===== src/rtl/cpu_bus_pkg.sv =====
// Constants and carrier types for the processor bus buffer and strobe logic
package cpu_bus_pkg;

    localparam int ADDR_W = 16;
    localparam int DATA_W = 8;
    localparam int STROBE_W = 4;
    // Address sections repeat as a four-line then a two-line group
    localparam int GRP_WIDE_W = 4;
    localparam int GRP_NARROW_W = 2;
    localparam int GRP_PAIR_W = GRP_WIDE_W + GRP_NARROW_W;
    localparam int NUM_ADDR_GRP = 5;
    // Bit positions of the combined strobes in strobe_t
    localparam int STB_MEM_RD_POS = 3;
    localparam int STB_MEM_WR_POS = 2;
    localparam int STB_IO_OUT_POS = 1;
    localparam int STB_IO_IN_POS = 0;

    // Processor control outputs, all active low
    typedef struct packed {
        logic mem_request_n;
        logic io_request_n;
        logic rd_n;
        logic wr_n;
    } cpu_ctl_t;

    // Combined strobes toward the shared bus, all active low
    typedef struct packed {
        logic mem_rd_n;
        logic mem_wr_n;
        logic io_out_n;
        logic io_in_n;
    } strobe_t;

endpackage : cpu_bus_pkg


===== src/rtl/tri_group_buffer.sv =====
// One tri-state buffer section with a single shared active-low enable
`timescale 1ns/100ps
module tri_group_buffer #(
    parameter int W = 4
) (
    input wire logic en_n_i,
    input wire logic [W-1:0] a_i,
    output logic [W-1:0] y_o,
    output logic [W-1:0] oe_o
);

    // Data held at zero while floating so no stale value leaks out
    always_comb begin
        y_o = en_n_i ? '0 : a_i;
        oe_o = {W{~en_n_i}};
    end

endmodule : tri_group_buffer


===== src/rtl/cpu_bus_buffer.sv =====
// Processor-to-system-bus buffers, data direction steering and strobes
`timescale 1ns/100ps
module cpu_bus_buffer
    import cpu_bus_pkg::*;
(
    input wire logic mclk_i,
    input wire logic srst_i,
    input wire logic bus_isolate_n_i,
    input wire logic [ADDR_W-1:0] cpu_addr_i,
    input wire cpu_ctl_t cpu_ctl_i,
    input wire logic [DATA_W-1:0] cpu_dout_i,
    input wire logic [DATA_W-1:0] sys_data_i,
    output logic bus_drive_en_n_o,
    output logic [ADDR_W-1:0] sys_addr_o,
    output logic [ADDR_W-1:0] sys_addr_oe_o,
    output logic data_out_drive_n_o,
    output logic data_in_drive_n_o,
    output logic [DATA_W-1:0] sys_data_o,
    output logic [DATA_W-1:0] sys_data_oe_o,
    output logic [DATA_W-1:0] cpu_din_o,
    output logic [DATA_W-1:0] cpu_din_oe_o,
    output strobe_t strobe_o,
    output logic [STROBE_W-1:0] strobe_oe_o
);

    // Everything here is gates only: a flop in the path would add a cycle
    // between the processor pins and the bus, which the bus cannot absorb.
    logic drive_en_n;
    logic dir_node;
    strobe_t strobe_raw;

    always_comb begin
        drive_en_n = ~bus_isolate_n_i;
        // Isolate forces input direction; else read output picks it
        dir_node = drive_en_n | ~cpu_ctl_i.rd_n;
        bus_drive_en_n_o = drive_en_n;
        data_out_drive_n_o = dir_node;
        data_in_drive_n_o = ~dir_node;
    end

    // Strobes are levels that stand as long as the processor holds its pins
    always_comb begin
        strobe_raw.mem_rd_n = cpu_ctl_i.mem_request_n | cpu_ctl_i.rd_n;
        strobe_raw.mem_wr_n = cpu_ctl_i.mem_request_n | cpu_ctl_i.wr_n;
        strobe_raw.io_out_n = cpu_ctl_i.wr_n | cpu_ctl_i.io_request_n;
        strobe_raw.io_in_n = cpu_ctl_i.rd_n | cpu_ctl_i.io_request_n;
    end

    // Address sections: even index is a four-line group, odd a two-line one
    genvar g;
    generate
        for (g = 0; g < NUM_ADDR_GRP; g++) begin : g_addr
            localparam int W = (g % 2 == 0) ? GRP_WIDE_W : GRP_NARROW_W;
            localparam int LO = (g / 2) * GRP_PAIR_W + (g % 2) * GRP_WIDE_W;
            // One-way buffer, processor side to bus side only
            tri_group_buffer #(.W(W)) u_grp (
                .en_n_i(drive_en_n),
                .a_i(cpu_addr_i[LO +: W]),
                .y_o(sys_addr_o[LO +: W]),
                .oe_o(sys_addr_oe_o[LO +: W])
            );

        end
    endgenerate

    // Per address line: each enable is the inverse of the shared active-low drive enable
    genvar a;
    generate
        for (a = 0; a < ADDR_W; a++) begin : g_addr_chk

        end
    endgenerate

    // Head-to-toe data sets; the direction node keeps them exclusive
    tri_group_buffer #(.W(DATA_W)) u_data_out (
        .en_n_i(dir_node),
        .a_i(cpu_dout_i),
        .y_o(sys_data_o),
        .oe_o(sys_data_oe_o)
    );

    tri_group_buffer #(.W(DATA_W)) u_data_in (
        .en_n_i(~dir_node),
        .a_i(sys_data_i),
        .y_o(cpu_din_o),
        .oe_o(cpu_din_oe_o)
    );

    tri_group_buffer #(.W(STROBE_W)) u_strobe (
        .en_n_i(drive_en_n),
        .a_i(strobe_raw),
        .y_o(strobe_o),
        .oe_o(strobe_oe_o)
    );

    // Per data line: exactly one of the two opposed buffers is on, since
    // both on would short the line and both off would leave it floating
    genvar b;
    generate
        for (b = 0; b < DATA_W; b++) begin : g_data_chk

        end
    endgenerate

    // Per strobe line: tri-stated exactly like the address lines
    genvar s;
    generate
        for (s = 0; s < STROBE_W; s++) begin : g_strobe_chk

        end
    endgenerate
endmodule : cpu_bus_buffer


===== config.mk =====
export PLATFORM = sky130hd
export DESIGN_NAME = cpu_bus_buffer
export DESIGN_NICKNAME = d
export VERILOG_FILES = /design/src/rtl/cpu_bus_pkg.sv /design/src/rtl/tri_group_buffer.sv /design/src/rtl/cpu_bus_buffer.sv
export SDC_FILE = /design/constraint.sdc
export NUM_CORES = 1
export LEC_CHECK = 0
export ABC_AREA = 1
export BUFFER_PORTS_ARGS = -buffer_cell sky130_fd_sc_hd__buf_2
export CORE_MARGIN = 4
export CORE_UTILIZATION = 29
export DETAILED_ROUTE_END_ITERATION = 8
export GPL_ROUTABILITY_DRIVEN = 1
export PLACE_DENSITY = 0.93
export SETUP_SLACK_MARGIN = 0.5
export SLEW_MARGIN = 20
export SYNTH_ARGS = -nofsm -noshare
export SYNTH_HDL_FRONTEND = slang
export SYNTH_SLANG_ARGS = --single-unit

===== constraint.sdc =====
create_clock -name vclk -period 1.85
set_input_delay 0.0925 -clock vclk [all_inputs]
set_output_delay 0.0925 -clock vclk [all_outputs]
set_load 0.01 [all_outputs]

# == Word level (Yosys, flattened, before mapping) ==
# Index checks and enable logic that the tools add are counted.
# totals
wordCells,16
ramBits,0
romBits,0
latchBits,0
reg_bits,0
out_inout_bits,75
memories,0
input_bits,39
# classes
mux,8
multipliers,0
addsub,0
n_bitwise,8
n_shift,0
n_lt_le_gt_ge,0
n_eq_ne,0
div_mod_pow,0
reduce_logical,0
# op_table
operator,n
4-bit two-way mux,4
8-bit two-way mux,2
1-bit OR,5
2-bit two-way mux,2
1-bit NOT,3

# == Longest topological paths before layout ==
# depth
depth_word,3
mapped_depth,5

# == Cells and area by module ==
# Synthesis repeated with hierarchy kept, for this count alone.
# unflattened
cells_unflattened,121
hier_area_um2,576.8
# by_module_without_submodules
mod,cells_per_inst,area_each_um2,instances
tri_group_buffer at u_data_in ...,25,127.6,2
tri_group_buffer at g_addr[0].u_grp ...,12,56.3,4
tri_group_buffer at g_addr[1].u_grp ...,6,26.3,2
cpu_bus_buffer,11,43.8,1

# == Worst setup path after synthesis ==
# No wires, ideal clock.
# synth_timing
kind,in2out
from,in cpu_ctl_i[1] in the netlist's numbering
to,out sys_data_oe_o[0]
t_arrival_ps,811
slack_ps,946
path_stages,5
n_path_buf,3
path_cell_list,buf_4 nand2_2 buf_6 inv_1 buf_4
# synth_between
elab_chain_cells,3
# synth_lines
item,line_no,text
from (decl),cpu_bus_buffer.sv:10,"input wire cpu_ctl_t cpu_ctl_i,"
1-bit NOT,cpu_bus_buffer.sv:35,dir_node = drive_en_n | ~cpu_ctl_i.rd_n;
1-bit OR,cpu_bus_buffer.sv:35,
net data_out_drive_n_o,cpu_bus_buffer.sv:16,"output logic data_out_drive_n_o,"
1-bit NOT,--,
to (decl),cpu_bus_buffer.sv:19,"output logic [DATA_W-1:0] sys_data_oe_o,"
# The timed path passes the listed nets, and every way through them passes these cells.

==> results.md <==
- Status: complete, no violations
- Clock buffer cells: 0
- Top-Level Pins: 114
- GR Overflow Total: 0
- Tcrit/Tclk final: 52.7%
- Internal Power: 0.100 mW
- Storage cell area: 0 um2
- Non-Filler Instances: 214
- First-pass GRT wire length: 2.19 mm
- Commonest non-fill, non-tap cell in the layout: buf_2
- VDD IR max: 177 uV
- DIE WIDTH: 53.8 um
- Post-Route WL: 1.75 mm
- Dpl hpwl: 1.58 mm
- Footprint of the multi-input gates: 163 um2
- DR DRC count: 0
- Slowest library cell on the worst path: buf_4
- Pre-CTS WS: 865 ps
- Antenna violations before repair: 0
- Crit Path Category: input port to primary output
- Sw Share: 55.3%
- Die ar.: 0.00290 mm2
- Starting Density: 30.7%
- Critical Path End Type: primary output
- Worst slew pin tran: 357 ps
- Routed Antenna Nets: 0
- Crit start category: input port
- Yosys warning count: 0
- Max-cap violations: 0
- Final Setup Violations: 0
- Diode count: 0
- Final setup TNS: 0 ps
- Area contributors post-synth: buf_4, inv_1, nand2_1
- Area Overhead vs Synth: 46.4%
- Worst-path cell chain: buf_2 -> buf_4 -> nand2_1 -> nand2_1 -> buf_2
- Die Ht: 53.8 um
- Leakage: 0.787 nW
- Slew Limit Fails: 0
- Fmax: 1030 MHz
- Layout fillers: 219
- Worst Path Arrival: 880 ps
- Final design area excluding fillers: 892 um2
- Library cells used by synthesis: 8
- Initial DRT Pass Iterations: 4
- Seq cells: 0
- Final Hold Fails: 0
- Commonest cells after routing, fill and taps aside: buf_2, inv_1, nand2_1
- Port bufs: 112
- Synthesized Nets: 154
- Wire length per cell: 8.17 um
- Placement Cell Area: 892 um2
- CP delay by family, top: buffers and inverters
- Via count: 776
- Power Density: 251 mW/mm2
- # rows: 16
- Core area: 0.00198 mm2
- Netlist Area Pre-Place: 609 um2
- Post-synth top area share: 46.8%
- Worst hold-check path type: input port to primary output
- End of the worst hold path: sys_addr_o[0]
- Clock power share: 0%
- Post-CTS sizing: 0
- Seq/Total Area, Yosys: 0%
- Avg Cell Area, Syn: 5.30 um2
- Crit path max fanout: 48
- Number of global-route vias before repair: 555
- # placed instances: 214
- Slew HR: 76.2%
- RSZ-0062 raised after global routing: no
- Initial DRC Count: 4
- Via-to-Cell Ratio: 3.63
- GRT Util Overall: 9.25%
- Fin crit period: 974 ps
- CP Buf/Inv Count: 3
- Post-Syn Instances: 115
- Min-delay src: cpu_addr_i[0]
- Psw: 0.124 mW
- CP required: 1760 ps
- Post-CTS setup buffers: 0
- NumNets Final: 228
- Comb power frac: 100.0%
- Max stage delay on crit path: 330 ps
- Yosys top cell by area: buf_4
- Final setup margin: 876 ps
- GP Congestion: 0.670
- WHS Path Cells: 4
- Largest net degree at the start of global routing: 49
- Fraction of layout cells with a size suffix above 1: 61.5%
- Cts hold-fix bufs: 0
- Reg power frac: 0%
## area by class of cell
class / count / area share [%]
Multi-Input combinational cell: 40 / 18.2
Timing Repair Buffer: 113 / 63.7
Inverter: 34 / 14.3
Tap cell: 27 / 3.79
## synth_stat cells (all sizes together)
cell type	instances
nor2	8
a21oi	8
buf	41
nand2	24
inv	34
## layer usage
metal	up-vias	track usage, %	routed length [um]
met5	-	0	0
met4	0	0.851	0
met3	0	1.39	274
met2	59	18.1	872
met1	293	10.6	602
li1	424	-	-
## worst max path at each step
| stage | startpoint | to | slack [ps] | depth (start not counted) |
|---|---|---|---|---|
| 2_1_floorplan | cpu_ctl_i[1] | sys_data_oe_o[0] | 950 | 5 |
| 3_3_place_gp | cpu_ctl_i[1] | sys_data_oe_o[5] | 890 | 4 |
| 5_1_grt | bus_isolate_n_i | strobe_o[3] | 740 | 5 |
| 3_5_place_dp | cpu_ctl_i[1] | sys_data_oe_o[4] | 860 | 4 |
| 6_report | bus_isolate_n_i | strobe_o[3] | 880 | 5 |
| 4_1_cts | cpu_ctl_i[1] | sys_data_oe_o[4] | 870 | 4 |
## worst min-delay path, cell delays in order
cell     delay [ps]
buf_2            70
nand2_1          40
inv_1            40
buf_2           110
## logic make-up (layout without fill, tap and decap cells)
group / Yosys count / count (layout) / share of synthesized area (%)
buffers and inverters: 75 / 147 / 73.3
AND/OR/NAND/NOR: 32 / 32 / 20.1
AO/OA/AOI/OAI: 8 / 8 / 6.57
## power by group through the flow
| stage | clock network [mW] | registers (mW) | logic (mW) |
|---|---|---|---|
| final | 0 | 0 | 0.224 |
| after detailed placement | 0 | 0 | 0.228 |
| after floorplan | 0 | 0 | 0.165 |
| after global routing | 0 | 0 | 0.252 |
| after CTS | 0 | 0 | 0.228 |
| after global placement | 0 | 0 | 0.224 |
## metrics by stage
step | total power [mW] | util (%) | hold WS [ps]
after floorplan | 0.165 | - | 269
after detailed placement | 0.228 | 45.0 | 450
after CTS | 0.228 | 45.0 | 450
final | 0.224 | 45.0 | 448
after global placement | 0.224 | 45.0 | 450
after global routing | 0.252 | 45.0 | 468
(Power assumes the default switching activity.)
